File: src/shared/acs_regs.vh
// register map and reset values of the adaptive clock sof capture block
`ifndef ACS_REGS_VH
`define ACS_REGS_VH

`define ACS_ADDR_W 16
`define ACS_DATA_W 8

`define ACS_OFF_CAP_HIGH 16'hFFE3
`define ACS_OFF_CAP_LOW 16'hFFE4
`define ACS_OFF_FREQ_BYTE2 16'hFFF7
`define ACS_OFF_FREQ_BYTE1 16'hFFF8
`define ACS_OFF_FREQ_BYTE0 16'hFFF9

`define ACS_CNT_W 16
`define ACS_FREQ_W 24

`define ACS_BYTE0_LSB 0
`define ACS_BYTE1_LSB 8
`define ACS_BYTE2_LSB 16

`define ACS_RST_CAP 8'h00
`define ACS_RST_FREQ 8'h00
`define ACS_RST_CNT 16'h0000
`define ACS_RDATA_UNMAPPED 8'h00

`define ACS_SEL_ONE 1'b0
`define ACS_SEL_TWO 1'b1

`define ACS_REF_CLK_HZ 25000000

`endif

File: src/hw/acs_mclk_counter.v
// free running master clock cycle counter with source select
`timescale 1ns/1ps
`include "acs_regs.vh"

module acs_mclk_counter #(
	parameter CNT_W = `ACS_CNT_W
) (
	input wire i_ref_clk,
	input wire i_nrst,
	input wire i_mclk_one,
	input wire i_mclk_two,
	input wire i_sel,
	output wire o_tick,
	output wire [CNT_W-1:0] o_count
);

////////////////////////////////////////////////////////////////////////////////
// previous levels of both master clocks
reg prev_one_q;
reg prev_two_q;
reg [CNT_W-1:0] cnt_q;
wire rise_one;
wire rise_two;
wire tick;

assign rise_one = i_mclk_one & ~prev_one_q;
assign rise_two = i_mclk_two & ~prev_two_q;
assign tick = (i_sel == `ACS_SEL_TWO) ? rise_two : rise_one;

always @(posedge i_ref_clk) begin
	if (!i_nrst) begin
		prev_one_q <= 1'b0;
		prev_two_q <= 1'b0;
	end else begin
		prev_one_q <= i_mclk_one;
		prev_two_q <= i_mclk_two;
	end
end

////////////////////////////////////////////////////////////////////////////////
// increment and wrap
always @(posedge i_ref_clk) begin
	if (!i_nrst) begin
		cnt_q <= {CNT_W{1'b0}};
	end else if (tick) begin
		cnt_q <= cnt_q + {{(CNT_W-1){1'b0}}, 1'b1};
	end
end

assign o_tick = tick;
assign o_count = cnt_q;

endmodule

File: src/hw/acs_sof_capture.v
// sof capture of master clock count and second synthesizer frequency word
`timescale 1ns/1ps
`include "acs_regs.vh"

// Contract
// - 16-bit master clock counter, free running, wraps
// - sof copies counter into capture pair
// - counter clock selects master clock one or two
// - capture bytes read-only, sof-updated, reset zero
// - low byte FFE4, high byte FFE3
// - 24-bit frequency word drives second synthesizer
// - word bytes at FFF9, FFF8, third byte
module acs_sof_capture #(
	parameter CNT_W = `ACS_CNT_W,
	parameter FREQ_W = `ACS_FREQ_W
) (
	input wire i_ref_clk,
	input wire i_nrst,
	input wire i_mclk_one,
	input wire i_mclk_two,
	input wire i_cnt_sel,
	input wire i_sof,
	input wire [15:0] i_addr,
	input wire i_wr,
	input wire i_rd,
	input wire [7:0] i_wdata,
	output wire [7:0] o_rdata,
	output wire o_rvalid,
	output wire [FREQ_W-1:0] o_frequency_word,
	output wire o_freq_load,
	output wire [CNT_W-1:0] o_captured_count,
	output wire o_capture_pulse,
	output wire o_mclk_tick
);

////////////////////////////////////////////////////////////////////////////////
// declarations
wire [CNT_W-1:0] count;
wire tick;
reg [CNT_W-1:0] cap_q;
reg [CNT_W-1:0] cap_d;
reg cap_pulse_q;
reg [7:0] freq0_q;
reg [7:0] freq1_q;
reg [7:0] freq2_q;
reg [7:0] freq0_d;
reg [7:0] freq1_d;
reg [7:0] freq2_d;
reg freq_load_q;
reg freq_load_d;
reg [7:0] rdata_q;
reg [7:0] rdata_d;
reg rvalid_q;
wire hit_cap_high;
wire hit_cap_low;
wire hit_freq0;
wire hit_freq1;
wire hit_freq2;
wire wr_freq0;
wire wr_freq1;
wire wr_freq2;
wire [7:0] cap_low;
wire [7:0] cap_high;

////////////////////////////////////////////////////////////////////////////////
// master clock counter
// counter instance
acs_mclk_counter #(
	.CNT_W(CNT_W)
) u_counter (
	.i_ref_clk(i_ref_clk),
	.i_nrst(i_nrst),
	.i_mclk_one(i_mclk_one),
	.i_mclk_two(i_mclk_two),
	.i_sel(i_cnt_sel),
	.o_tick(tick),
	.o_count(count)
);

////////////////////////////////////////////////////////////////////////////////
// address decode
// capture and frequency byte offsets
assign hit_cap_high = (i_addr == `ACS_OFF_CAP_HIGH);
assign hit_cap_low = (i_addr == `ACS_OFF_CAP_LOW);
assign hit_freq0 = (i_addr == `ACS_OFF_FREQ_BYTE0);
assign hit_freq1 = (i_addr == `ACS_OFF_FREQ_BYTE1);
assign hit_freq2 = (i_addr == `ACS_OFF_FREQ_BYTE2);

////////////////////////////////////////////////////////////////////////////////
// byte write enables
// no write enable for capture bytes
assign wr_freq0 = i_wr & hit_freq0;
assign wr_freq1 = i_wr & hit_freq1;
assign wr_freq2 = i_wr & hit_freq2;

////////////////////////////////////////////////////////////////////////////////
// capture byte lanes
// low and high byte split
assign cap_low = cap_q[7:0];
assign cap_high = cap_q[15:8];

////////////////////////////////////////////////////////////////////////////////
// capture on start of frame
always @* begin
	cap_d = cap_q;
	if (i_sof) begin
		cap_d = count;
	end
end

always @(posedge i_ref_clk) begin
	if (!i_nrst) begin
		cap_q <= {`ACS_RST_CAP, `ACS_RST_CAP};
		cap_pulse_q <= 1'b0;
	end else begin
		cap_q <= cap_d;
		cap_pulse_q <= i_sof;
	end
end

////////////////////////////////////////////////////////////////////////////////
// frequency word bytes
always @* begin
	freq0_d = freq0_q;
	freq1_d = freq1_q;
	freq2_d = freq2_q;
	freq_load_d = 1'b0;
	if (wr_freq0) begin
		freq0_d = i_wdata;
		freq_load_d = 1'b1;
	end
	if (wr_freq1) begin
		freq1_d = i_wdata;
		freq_load_d = 1'b1;
	end
	if (wr_freq2) begin
		freq2_d = i_wdata;
		freq_load_d = 1'b1;
	end
end

always @(posedge i_ref_clk) begin
	if (!i_nrst) begin
		freq0_q <= `ACS_RST_FREQ;
		freq1_q <= `ACS_RST_FREQ;
		freq2_q <= `ACS_RST_FREQ;
		freq_load_q <= 1'b0;
	end else begin
		freq0_q <= freq0_d;
		freq1_q <= freq1_d;
		freq2_q <= freq2_d;
		freq_load_q <= freq_load_d;
	end
end

////////////////////////////////////////////////////////////////////////////////
// read path
always @* begin
	rdata_d = `ACS_RDATA_UNMAPPED;
	if (hit_cap_low) begin
		rdata_d = cap_low;
	end else if (hit_cap_high) begin
		rdata_d = cap_high;
	end else if (hit_freq0) begin
		rdata_d = freq0_q;
	end else if (hit_freq1) begin
		rdata_d = freq1_q;
	end else if (hit_freq2) begin
		rdata_d = freq2_q;
	end
end

// read data held until next read
always @(posedge i_ref_clk) begin
	if (!i_nrst) begin
		rdata_q <= `ACS_RDATA_UNMAPPED;
	end else if (i_rd) begin
		rdata_q <= rdata_d;
	end
end

// read valid one cycle after strobe
always @(posedge i_ref_clk) begin
	if (!i_nrst) begin
		rvalid_q <= 1'b0;
	end else begin
		rvalid_q <= i_rd;
	end
end

////////////////////////////////////////////////////////////////////////////////
// outputs
assign o_rdata = rdata_q;
assign o_rvalid = rvalid_q;
assign o_frequency_word = {freq2_q, freq1_q, freq0_q};
assign o_freq_load = freq_load_q;
assign o_captured_count = cap_q;
assign o_capture_pulse = cap_pulse_q;
assign o_mclk_tick = tick;

endmodule

File: config.mk
export PLATFORM = sky130hd
export DESIGN_NAME = acs_sof_capture
export DESIGN_NICKNAME = d
export VERILOG_FILES = /design/src/hw/acs_mclk_counter.v /design/src/hw/acs_sof_capture.v
export VERILOG_INCLUDE_DIRS = /design/src /design/src/shared
export SDC_FILE = /design/constraint.sdc
export NUM_CORES = 1
export LEC_CHECK = 0
export BUFFER_PORTS_ARGS = -buffer_cell sky130_fd_sc_hd__buf_4
export CORE_UTILIZATION = 49
export CTS_BUF_LIST = sky130_fd_sc_hd__clkbuf_4
export DETAILED_ROUTE_END_ITERATION = 8
export PLACE_DENSITY = 0.87
export SYNTH_ARGS = -nofsm -noshare
export SYNTH_HDL_FRONTEND = slang
export SYNTH_SLANG_ARGS = --single-unit
File: constraint.sdc
create_clock -name i_ref_clk -period 1.52 [get_ports i_ref_clk]
set_input_delay 0.304 -clock i_ref_clk [delete_from_list [all_inputs] [get_ports i_ref_clk]]
set_output_delay 0.304 -clock i_ref_clk [all_outputs]
set_load 0.05 [all_outputs]
# After elaboration in Yosys (flattened, before gate mapping)
# Index checks and enable logic that the tools add are counted.
[classes]
n_mux = 9
n_addsub = 1
eq_ne = 5
bitwise = 7
[op_table]
columns = ["operator", "n"]
rows = [
  ["16-bit == test, second input constant", 5],
  ["8-bit two-way mux", 5],
  ["16-bit by 1-bit adder with 16-bit output, second input constant", 1],
  ["1-bit bitwise AND", 5],
  ["1-bit two-way mux", 4],
  ["1-bit NOT", 2],
]
[totals]
input_bits = 32
reg_bits = 69
wordCells = 33
out_inout_bits = 52

# Depth between registers and ports, before layout
# Gate-level depths: netlist of the first run.
[depth]
ltp_word = 6
mapped_depth = 6

# Modules after synthesis
# A second synthesis of the first run with hierarchy kept.
[hier_totals]
cells_unflattened = 351
hier_area_um2 = 3395.8
[by_module_without_submodules]
columns = ["module", "cells_per_inst", "instances", "area_each_um2", "seq_area_each_um2"]
rows = [
  ["acs_sof_capture", 256, 1, 2543.7, 1021.0],
  ["acs_mclk_counter", 95, 1, 852.1, 360.3],
]

# Worst setup path before layout of the first run
# No wires, ideal clock.
[synth_timing]
kind = "input port to flip-flop"
start = "input i_cnt_sel"
end = "register u_counter.cnt_q[5] (netlist: u_counter.o_count[5])"
n_path_buf = 1
setup_time_ps = 115
required_time_ps = 1405
arrival_time_ps = 1796
path_slack_ps = -391
path_stages = 6
cell_sequence = "nor3b_1 -> or2_2 -> clkbuf_1 -> nand3_1 -> xnor2_1 -> and2_1"
[synth_via]
elab_chain_cells = 1
[synth_rtl]
columns = ["item", "line_no", "source"]
rows = [
  ["from (decl)", "acs_sof_capture.v:21", "input wire i_cnt_sel,"],
  ["1-bit two-way mux", "acs_mclk_counter.v:28", "assign tick = (i_sel == `ACS_SEL_TWO) ? rise_two : rise_one;"],
  ["named net o_mclk_tick", "acs_sof_capture.v:33", "output wire o_mclk_tick"],
  ["to (signal assigned)", "acs_mclk_counter.v:44", "cnt_q <= {CNT_W{1'b0}};"],
  ["to (signal assigned)", "acs_mclk_counter.v:46", "cnt_q <= cnt_q + {{(CNT_W-1){1'b0}}, 1'b1};"],
  ["to (decl)", "acs_mclk_counter.v:21", "reg [CNT_W-1:0] cnt_q;"],
]
# The timed path passes the listed nets, and every way through them passes these cells.
# A chain may end at the register's enable or synchronous reset.

# Final worst setup path of the first run
[layout_timing]
start = "register u_counter.prev_one_q"
end = "output o_mclk_tick"
[layout_via]
elab_chain_cells = 3
[layout_rtl]
columns = ["item", "line_no", "source"]
rows = [
  ["from (decl)", "acs_mclk_counter.v:19", "reg prev_one_q;"],
  ["from (signal assigned)", "acs_mclk_counter.v:35", "prev_one_q <= i_mclk_one;"],
  ["1-bit NOT", "acs_mclk_counter.v:26", "assign rise_one = i_mclk_one & ~prev_one_q;"],
  ["1-bit bitwise AND", "acs_mclk_counter.v:26", ""],
  ["1-bit two-way mux", "acs_mclk_counter.v:28", ""],
  ["to (decl)", "acs_sof_capture.v:33", ""],
]
# Every way passes these cells.

==> results of run 1 <==
## worst max-delay path by stage
stage                         start     endpoint  slack, ps  cells past startpoint
2_1_floorplan             i_addr[3]   freq2_q[1]        -80                      6
3_3_place_gp              i_addr[1]   o_rdata[4]       -220                      5
3_5_place_dp              i_addr[3]   freq2_q[0]       -270                      6
4_1_cts        u_counter.prev_one_q  o_mclk_tick       -140                      4
5_1_grt        u_counter.prev_one_q  o_mclk_tick       -240                      4
6_report       u_counter.prev_one_q  o_mclk_tick       -170                      4
## cells in the final DEF (no fill, tap or decap), drive strengths merged, types with 4 or more instances in the layout
master / synthesis / layout
clkbuf: 11 / 10
dfxtp: 69 / 69
clkinv: 0 / 5
a21boi: 6 / 6
xor2: 4 / 4
mux2i: 31 / 31
nand4: 5 / 5
nand3: 25 / 25
a21oi: 7 / 7
buf: 8 / 115
o21ai: 44 / 44
and2: 12 / 12
nand2: 13 / 13
a22o: 6 / 6
a21o: 6 / 6
nor2b: 29 / 29
xnor2: 5 / 5
and3: 7 / 7
or3: 6 / 6
## power by group through the flow
| stage | sequential [mW] | clock, mW | combinational (mW) |
|---|---|---|---|
| 3_3_place_gp | 1.87 | 0 | 0.288 |
| 5_1_grt | 1.83 | 1.09 | 0.348 |
| 6_report | 1.83 | 0.984 | 0.324 |
| 2_1_floorplan | 1.89 | 0 | 0.144 |
| 3_5_place_dp | 1.87 | 0 | 0.296 |
| 4_1_cts | 1.83 | 0.994 | 0.313 |
## worst max-delay path, stage by stage, from the launching register on
cell and delay, ps:
dfxtp_2 340, nor3b_4 220, buf_4 160, or2_4 120, buf_8 140
## logic make-up (layout without fill, tap and decap cells)
group	Yosys count	after routing	share of synthesized area (%)
adder cells (fa/ha/maj)	1	1	0.3990
AO/OA/AOI/OAI	77	77	14.84
flip-flops	69	69	44.05
multiplexers	33	33	10.61
buffers and inverters	22	134	3.352
AND/OR/NAND/NOR	116	116	24.22
XOR/XNOR	9	9	2.514
## metrics by stage
step                total power, mW  worst slack, ps  cells  hold slack, ps  setup TNS, ps
floorplan                     2.032           -82.76    327           425.7         -661.5
global placement              2.160           -215.1    493           461.2          -5199
detailed placement            2.169           -266.3    493           473.3          -6760
CTS                           3.139           -138.8    513           85.96         -524.2
global route                  3.275           -244.4    514           79.48          -1788
finish                        3.141           -167.2    514           102.6         -762.3
## flip-flops by register name, indices dropped and copies added (netlist names)
signal,cells
o_freq_load,1
freq2_q,8
o_rvalid,1
o_rdata,8
freq0_q,8
u_counter.prev_two_q,1
o_capture_pulse,1
o_captured_count,16
u_counter.o_count,16
u_counter.prev_one_q,1
freq1_q,8
## metal layers
metal | wire (um) | share of wire, % | GRT usage, %
met1 | 3430 | 43 | 31.60
met5 | 0 | 0 | 0
met3 | 515 | 6.5 | 5.111
met2 | 3859 | 48 | 37.27
met4 | 153 | 1.9 | 12.28
## cell type report
cell class	instances	area (um^2)
inverters	3	11.26
multi-input cells	236	1704
repair buffers	115	903.4
clock inverters	6	30.03
clock buffers	10	75.07
well taps	75	93.84
flip-flops and latches	69	1383
fillers	489	1861
## repair_timing
| action | CTS | global route |
|---|---|---|
| endpoints found under the hold margin | 0 | 0 |
| setup endpoints to repair | 5 | 10 |
| gates resized for setup | 7 | 12 |
| hold buffers | 0 | 0 |
| setup buffers | 4 | 1 |
| pin swaps | 2 | 8 |
==> metrics.txt, run 1 <==
headroom to the max-slew limit 58.94%; drc violations 0; CP Max Fanout 2; most frequent cells after synthesis 69 x dfxtp_1, 31 x mux2i_1, 29 x nor2b_1; Clock Skew 11.42 ps; Synth area leaders dfxtp_1 44%, mux2i_1 9.9%, nor2b_1 5.8%, o21ai_0 4.5%, nand3_1 3.7%; Worst Min Path Start i_mclk_one; Leak 1.832 nW; area leader, netlist dfxtp_1; Num CTS Buffers 9; pin count of the biggest net entering global routing 46; syn_nets 360; grt total ovfl 0; Vias 2857; Nets 467; crit path kind flip-flop to output port; reg2reg path depth 8; initial core utilization 51.73%; initial antenna violation count 0; number of synthesized flops with an enable pin 0; share of the synthesized area in the top cell type 44.05%; part of the cycle the worst path needs 111.0%; Die Area 0.006723 mm^2; Total GRT Usage 24.15%; r2r setup slk -150 ps; maximum buffer depth of the clock tree 2; Util after Layout 69.30%; Synth Warn # 0; asr flop ratio synth 0%; WL final 7.958 mm; Worst EP arrival 1380 ps; vias in the first global route 2577; CP startpoint kind flip-flop; chip height 82.00 um; drt first-iter violations 219; failing checks setup timing; drt first pass iters 4; placer congestion estimate 0.8066; sequential share of the synthesized area 44.05%; Tightest Hold Check Type input port to flip-flop; Slew Viols, Final 0; Post-Syn Area 0.003136 mm^2; Layout area overhead 33.96%; Synth Flop Type dfxtp_1; Rows 28; switching share of power 26.35%; Worst R2R Start u_counter.prev_one_q; Logic pwr share 10.3%; io pins 84; placed cell area 0.003993 mm^2; PortBufs 83; global-route wire length before repair 12.12 mm; worst vdd ir 0.5195 mV; total core area 0.006061 mm^2; Reg power frac 58.3%; CTS tree built; Syn Inst Count 327; width of the die 82.00 um; PD cells 747.8 mW/mm^2; R2R Path End u_counter.o_count[13]; fin crit period 1687 ps; CTS clk-pin slew, worst paths 110 ps; Avg Inst Size Synth 9.589 um^2; # Max-Cap Violations 0; Sw Pwr 0.8276 mW; Clock Latency Late Sink 410 ps; Inserted Diodes 0; ratio of cells with drive above 1 in the final layout 34.40%; clk sinks 69; status finished, violations left; Slew @ Worst Pin 614.6 ps; Via density 5.558; required time of the critical path 1220 ps; critical path capture point type output port; Post-DP HPWL 5.771 mm; Final Hold Viols 0; flops & latches, synth 69; RSZ-0062 raised after global routing true; hold depth 2; PnR worst setup slack -167.2 ps; antenna-violating nets left 0; drt wl/cell 15.48 um; Peak Freq 592.7 MHz; final setup fails 9; Internal 2.313 mW; clock root buffer clkbuf_4; clock share of power 31.3%; most common cell in the netlist dfxtp_1; post-synthesis cell type count 46; fin area 0.004200 mm^2; H-tree depth reported by CTS 3; Worst Hold End u_counter.prev_one_q
No activity file was read; power rests on OpenSTA's default activity.
==> run 2, diff against run 1 <==
--- a/config.mk
+++ b/config.mk
@@ -7,6 +7,7 @@
 export NUM_CORES = 1
 export LEC_CHECK = 0
 export BUFFER_PORTS_ARGS = -buffer_cell sky130_fd_sc_hd__buf_4
+export CORE_MARGIN = 2
 export CORE_UTILIZATION = 49
 export CTS_BUF_LIST = sky130_fd_sc_hd__clkbuf_4
 export DETAILED_ROUTE_END_ITERATION = 8
==> run 2 against run 1 <==
Net effect:
- the run still ends with setup timing left
- design area is 1.1% lower
- count of clock-buffer cells in the layout decreased by 1
- flip-flop and latch count unchanged
- die area up 4.9%
- critical endpoint unchanged
- via count shrank 1.1%
- sequential power hardly changed
- core utilization fell by 3.1 points
- combinational power fell by 3%
- maximum frequency is 4.6% higher
- clock power grew 9%
- final cell count fell by 0.97%
==> metrics.txt, run 2 (synthesis results as in run 1) <==
drt wl/cell 15.47 um; Inserted Diodes 0; Vias 2825; final setup fails 1; Total GRT Usage 22.47%; Leak 1.804 nW; Slowest Stage Delay on Critical Path 340 ps; Via density 5.550; fillers 493; placer congestion estimate 0.8102; Final Hold Viols 0; Slew Viols, Final 0; critical path capture point type output port; part of the cycle the worst path needs 106.1%; Layout area overhead 32.44%; width of the die 84.00 um; area of the multi-input gates 0.001687 mm^2; # Max-Cap Violations 0; Die Area 0.007055 mm^2; grt total ovfl 0; failing checks setup timing; WL final 7.872 mm; Clock Latency Late Sink 420 ps; antenna-violating nets left 0; Reg power frac 57.0%; clock share of power 33.3%; CP startpoint kind flip-flop; Tightest Hold Check Type input port to flip-flop; Worst EP arrival 1310 ps; initial core utilization 49.95%; Logic pwr share 9.8%; critical path's slowest cell dfxtp_2; Num CTS Buffers 9; clk sinks 69; crit-path cells nor3b_4 > or2_4 > buf_8; Rows 29; chip height 84.00 um; Sw Pwr 0.7866 mW; total core area 0.006277 mm^2; commonest cells after routing, fill and taps aside 108 x buf_4, 68 x dfxtp_1, 31 x mux2i_1, 29 x nor2b_1, 28 x o21ai_0; crit path kind flip-flop to output port; overall power 3.219 mW; headroom to the max-slew limit 60.73%; CP delay by family, top simple AND/OR/NAND/NOR gates; Clock Skew 11.23 ps; switching share of power 24.44%; Post-DP HPWL 5.921 mm; PD cells 775.1 mW/mm^2; Util after Layout 66.16%; pin count of the biggest net entering global routing 43; RSZ-0062 raised after global routing true; status finished, violations left; Nets 463; Critical path buffers and inverters 1; CP Max Fanout 3; vias in the first global route 2649; drc violations 0; Register Area 0.001383 mm^2; maximum buffer depth of the clock tree 2; Slew @ Worst Pin 587.8 ps; H-tree depth reported by CTS 3; clock root buffer clkbuf_4; required time of the critical path 1220 ps; ratio of cells with drive above 1 in the final layout 32.41%; Internal 2.432 mW; PortBufs 83; r2r setup slk 0 ps; commonest non-fill, non-tap cell in the layout buf_4; global-route wire length before repair 12.74 mm; Peak Freq 620.1 MHz; CTS tree built; fin crit period 1613 ps; initial antenna violation count 0; CTS clk-pin slew, worst paths 110 ps; worst vdd ir 0.4462 mV; drt first-iter violations 181; PnR worst setup slack -92.57 ps; drt first pass iters 4; io pins 84
## run 2: through the flow
step	area, um^2	instances	hold slack [ps]	TNS, ps	setup WS [ps]
floorplan	3146	327	425.7	-661.5	-82.76
global placement	3988	494	461.5	-4327	-180.1
detailed placement	3988	494	466.4	-6124	-243.4
CTS	4121	508	67.77	-399.8	-102.3
global route	4153	509	60.99	-809.7	-159.2
finish	4153	509	89.89	-92.57	-92.57
## run 2: power by group through the flow
stage / combinational (mW) / clock (mW) / sequential, mW
CTS: 0.307 / 1.09 / 1.83
finish: 0.314 / 1.07 / 1.83
detailed placement: 0.296 / 0 / 1.87
global route: 0.337 / 1.14 / 1.84
global placement: 0.289 / 0 / 1.87
floorplan: 0.144 / 0 / 1.89
## run 2: worst reg2reg max path, stage by stage (launching register included)
cell and delay, ps:
dfxtp_2 340, nor3b_4 250, buf_4 150, o2111ai_2 190, or3_1 380, a21boi_1 150
## run 2: per-layer routing
metal	up-vias	share of wire (%)	GRT usage [%]
met5	-	0	0
met4	0	1.7	7.038
met3	12	5.5	6.528
met2	91	48	36.15
met1	1344	45	29.16
li1	1378	-	-
## run 2: final cells by class
class                           instances  share of cell area (%)
Tap cell                               77                   2.320
Clock inverter                          4                   1.024
Inverter                                3                  0.2712
Multi-Input combinational cell        236                   40.61
Sequential cell                        69                   33.29
Timing Repair Buffer                  111                   20.85
Clock buffer                            9                   1.627
## run 2: timing repair
item	in CTS	in global routing
buffers inserted	2	1
hold buffers	0	0
setup endpoints to repair	4	10
pin swaps	2	1
resized for setup	5	4
## run 2: path summary, 6_finish.rpt
path | endpoint | depth (start not counted) | start
max reg2reg | u_counter.o_count[11] | 5 | u_counter.prev_one_q
min reg2reg | freq0_q[7] | 2 | freq0_q[7]
min | u_counter.prev_two_q | 2 | i_mclk_two
max | o_mclk_tick | 3 | u_counter.prev_one_q
==> run 3, diff against run 2 <==
--- a/config.mk
+++ b/config.mk
@@ -12,6 +12,7 @@
 export CTS_BUF_LIST = sky130_fd_sc_hd__clkbuf_4
 export DETAILED_ROUTE_END_ITERATION = 8
 export PLACE_DENSITY = 0.87
+export SETUP_SLACK_MARGIN = 0.1
 export SYNTH_ARGS = -nofsm -noshare
 export SYNTH_HDL_FRONTEND = slang
 export SYNTH_SLANG_ARGS = --single-unit
==> run 3 against run 2 <==
Net effect:
- via count up 1.4%
- hold slack better by 2.8 ps
- largest cell class unchanged
- final cell count grew 2.0%
- die area is the same
- flip-flop and latch count is the same
- clock skew up 1.3 ps
- maximum frequency is 1.1% lower
- clock power is 9.8% lower
- the flow still finishes with violations (setup timing)
- sequential share of layout area shrank 0.61 points
==> metrics.txt, run 3 (synthesis results as in run 1) <==
status finished, violations left; failing checks setup timing; Die Area 0.007055 mm^2; io pins 84; critical path capture point type output port; placed cells 500; R2R Path End u_counter.o_count[14]; Reg power frac 58.6%; Inserted Diodes 0; Logic pwr share 10.5%; drt wl/cell 15.13 um; Non-Filler Instances 519; clock share of power 30.9%; crit path kind flip-flop to output port; Vias 2864; Layout area overhead 35.04%; fin crit period 1631 ps; # Max-Cap Violations 0; switching share of power 26.03%; Final Hold Viols 0; initial antenna violation count 0; PnR worst setup slack -110.7 ps; fin area 0.004234 mm^2; Internal 2.311 mW; r2r setup slk -40 ps; global-route wire length before repair 13.03 mm; Register Area 0.001384 mm^2; final setup fails 4; antenna-violating nets left 0; width of the die 84.00 um; vias in the first global route 2758; part of the cycle the worst path needs 107.3%; Post-DP HPWL 5.935 mm; chip height 84.00 um; drt first pass iters 4; pin count of the biggest net entering global routing 38; required time of the critical path 1220 ps; Clock Skew 12.51 ps; clock root buffer clkbuf_4; Nets 470; CTS tree built; WL final 7.850 mm; drc violations 0; Rows 29; Slew @ Worst Pin 584.9 ps; placer congestion estimate 0.8899; fillers 497; PD cells 737.9 mW/mm^2; headroom to the max-slew limit 60.96%; area of the multi-input gates 0.001728 mm^2; Clock Latency Late Sink 420 ps; CP endpoint o_mclk_tick; CTS clk-pin slew, worst paths 100 ps; Slew Viols, Final 0; placed cell area 0.004074 mm^2; hold_buf cts 0; clk sinks 69; Leak 1.846 nW; PortBufs 83; total core area 0.006277 mm^2; Via density 5.518; maximum buffer depth of the clock tree 2; Tightest Hold Check Type input port to flip-flop; H-tree depth reported by CTS 3; Worst EP arrival 1330 ps; overall power 3.124 mW; Peak Freq 613.2 MHz; worst vdd ir 0.7462 mV; Total GRT Usage 23.02%; commonest cells after routing, fill and taps aside 115 x buf_4, 67 x dfxtp_1, 30 x mux2i_1, 29 x nor2b_1, 27 x o21ai_0; CP Max Fanout 3; hold_ws 92.70 ps; CP startpoint kind flip-flop; grt total ovfl 0; drt first-iter violations 117; initial core utilization 49.95%; commonest non-fill, non-tap cell in the layout buf_4; Sw Pwr 0.8134 mW; Worst R2R Start u_counter.o_count[0]; RSZ-0062 raised after global routing true; reg2reg path depth 4; critical path startpoint u_counter.prev_two_q; Num CTS Buffers 9; ratio of cells with drive above 1 in the final layout 35.97%
## run 3: changes by cell type in the layout (fill, tap and decap cells not counted), moves of 2 or more
cell / change
o2111ai_1: +2
o2111ai_2: -2
a21boi_0: -2
clkinv_2: +2
nand3_1: -4
a211oi_1: -2
a21boi_1: +2
nand3_2: +4
a211oi_2: +2
buf_4: +7
## run 3: layout make-up
class / count / share of cell area (%)
sequential: 69 / 32.68
clock buffer: 10 / 1.773
timing repair buffer: 118 / 21.48
inverter: 3 / 0.2660
clock inverter: 6 / 0.7092
multi-input combinational: 236 / 40.81
tap: 77 / 2.275
## run 3: routing by layer
metal / GRT usage [%] / vias to the layer above / part of all wire [%]
met3: 7.418 / 14 / 7.0
met2: 38.84 / 91 / 50
met4: 6.891 / 0 / 1.6
li1: - / 1401 / -
met1: 28.01 / 1358 / 42
met5: 0 / - / 0
## run 3: power groups by stage
stage / registers (mW) / clock network [mW] / logic (mW)
3_3_place_gp: 1.87 / 0 / 0.305
4_1_cts: 1.83 / 0.986 / 0.322
3_5_place_dp: 1.87 / 0 / 0.311
2_1_floorplan: 1.89 / 0 / 0.150
6_report: 1.83 / 0.965 / 0.328
5_1_grt: 1.83 / 1.08 / 0.352
## run 3: worst min-delay path by stage
| stage | start | endpoint | cells after the start |
|---|---|---|---|
| 2_1_floorplan | i_mclk_one | u_counter.prev_one_q | 1 |
| 3_3_place_gp | freq0_q[6] | freq0_q[6] | 2 |
| 3_5_place_dp | freq1_q[6] | freq1_q[6] | 2 |
| 4_1_cts | i_mclk_two | u_counter.prev_two_q | 2 |
| 5_1_grt | i_mclk_two | u_counter.prev_two_q | 2 |
| 6_report | i_mclk_two | u_counter.prev_two_q | 2 |
## run 3: timing repair
action / CTS / global route
pin swaps: 1 / 5
endpoints found under the setup margin: 9 / 16
gates resized for setup: 4 / 9
setup buffers: 3 / 0
## run 3: metrics by stage
step	setup TNS, ps	setup WS, ps	utilization (%)
after floorplan	-661.5	-82.76	-
after global placement	-3404	-162.1	64.90
after detailed placement	-5322	-203.2	64.90
after CTS	-209.1	-138.4	67.17
after global routing	-723.8	-181.5	67.45
final	-206.7	-110.7	67.45
## run 3: worst max-delay path, stage by stage (launching register included)
cell	delay (ps)
dfxtp_1	320
and3b_1	200
or2_4	250
buf_8	150
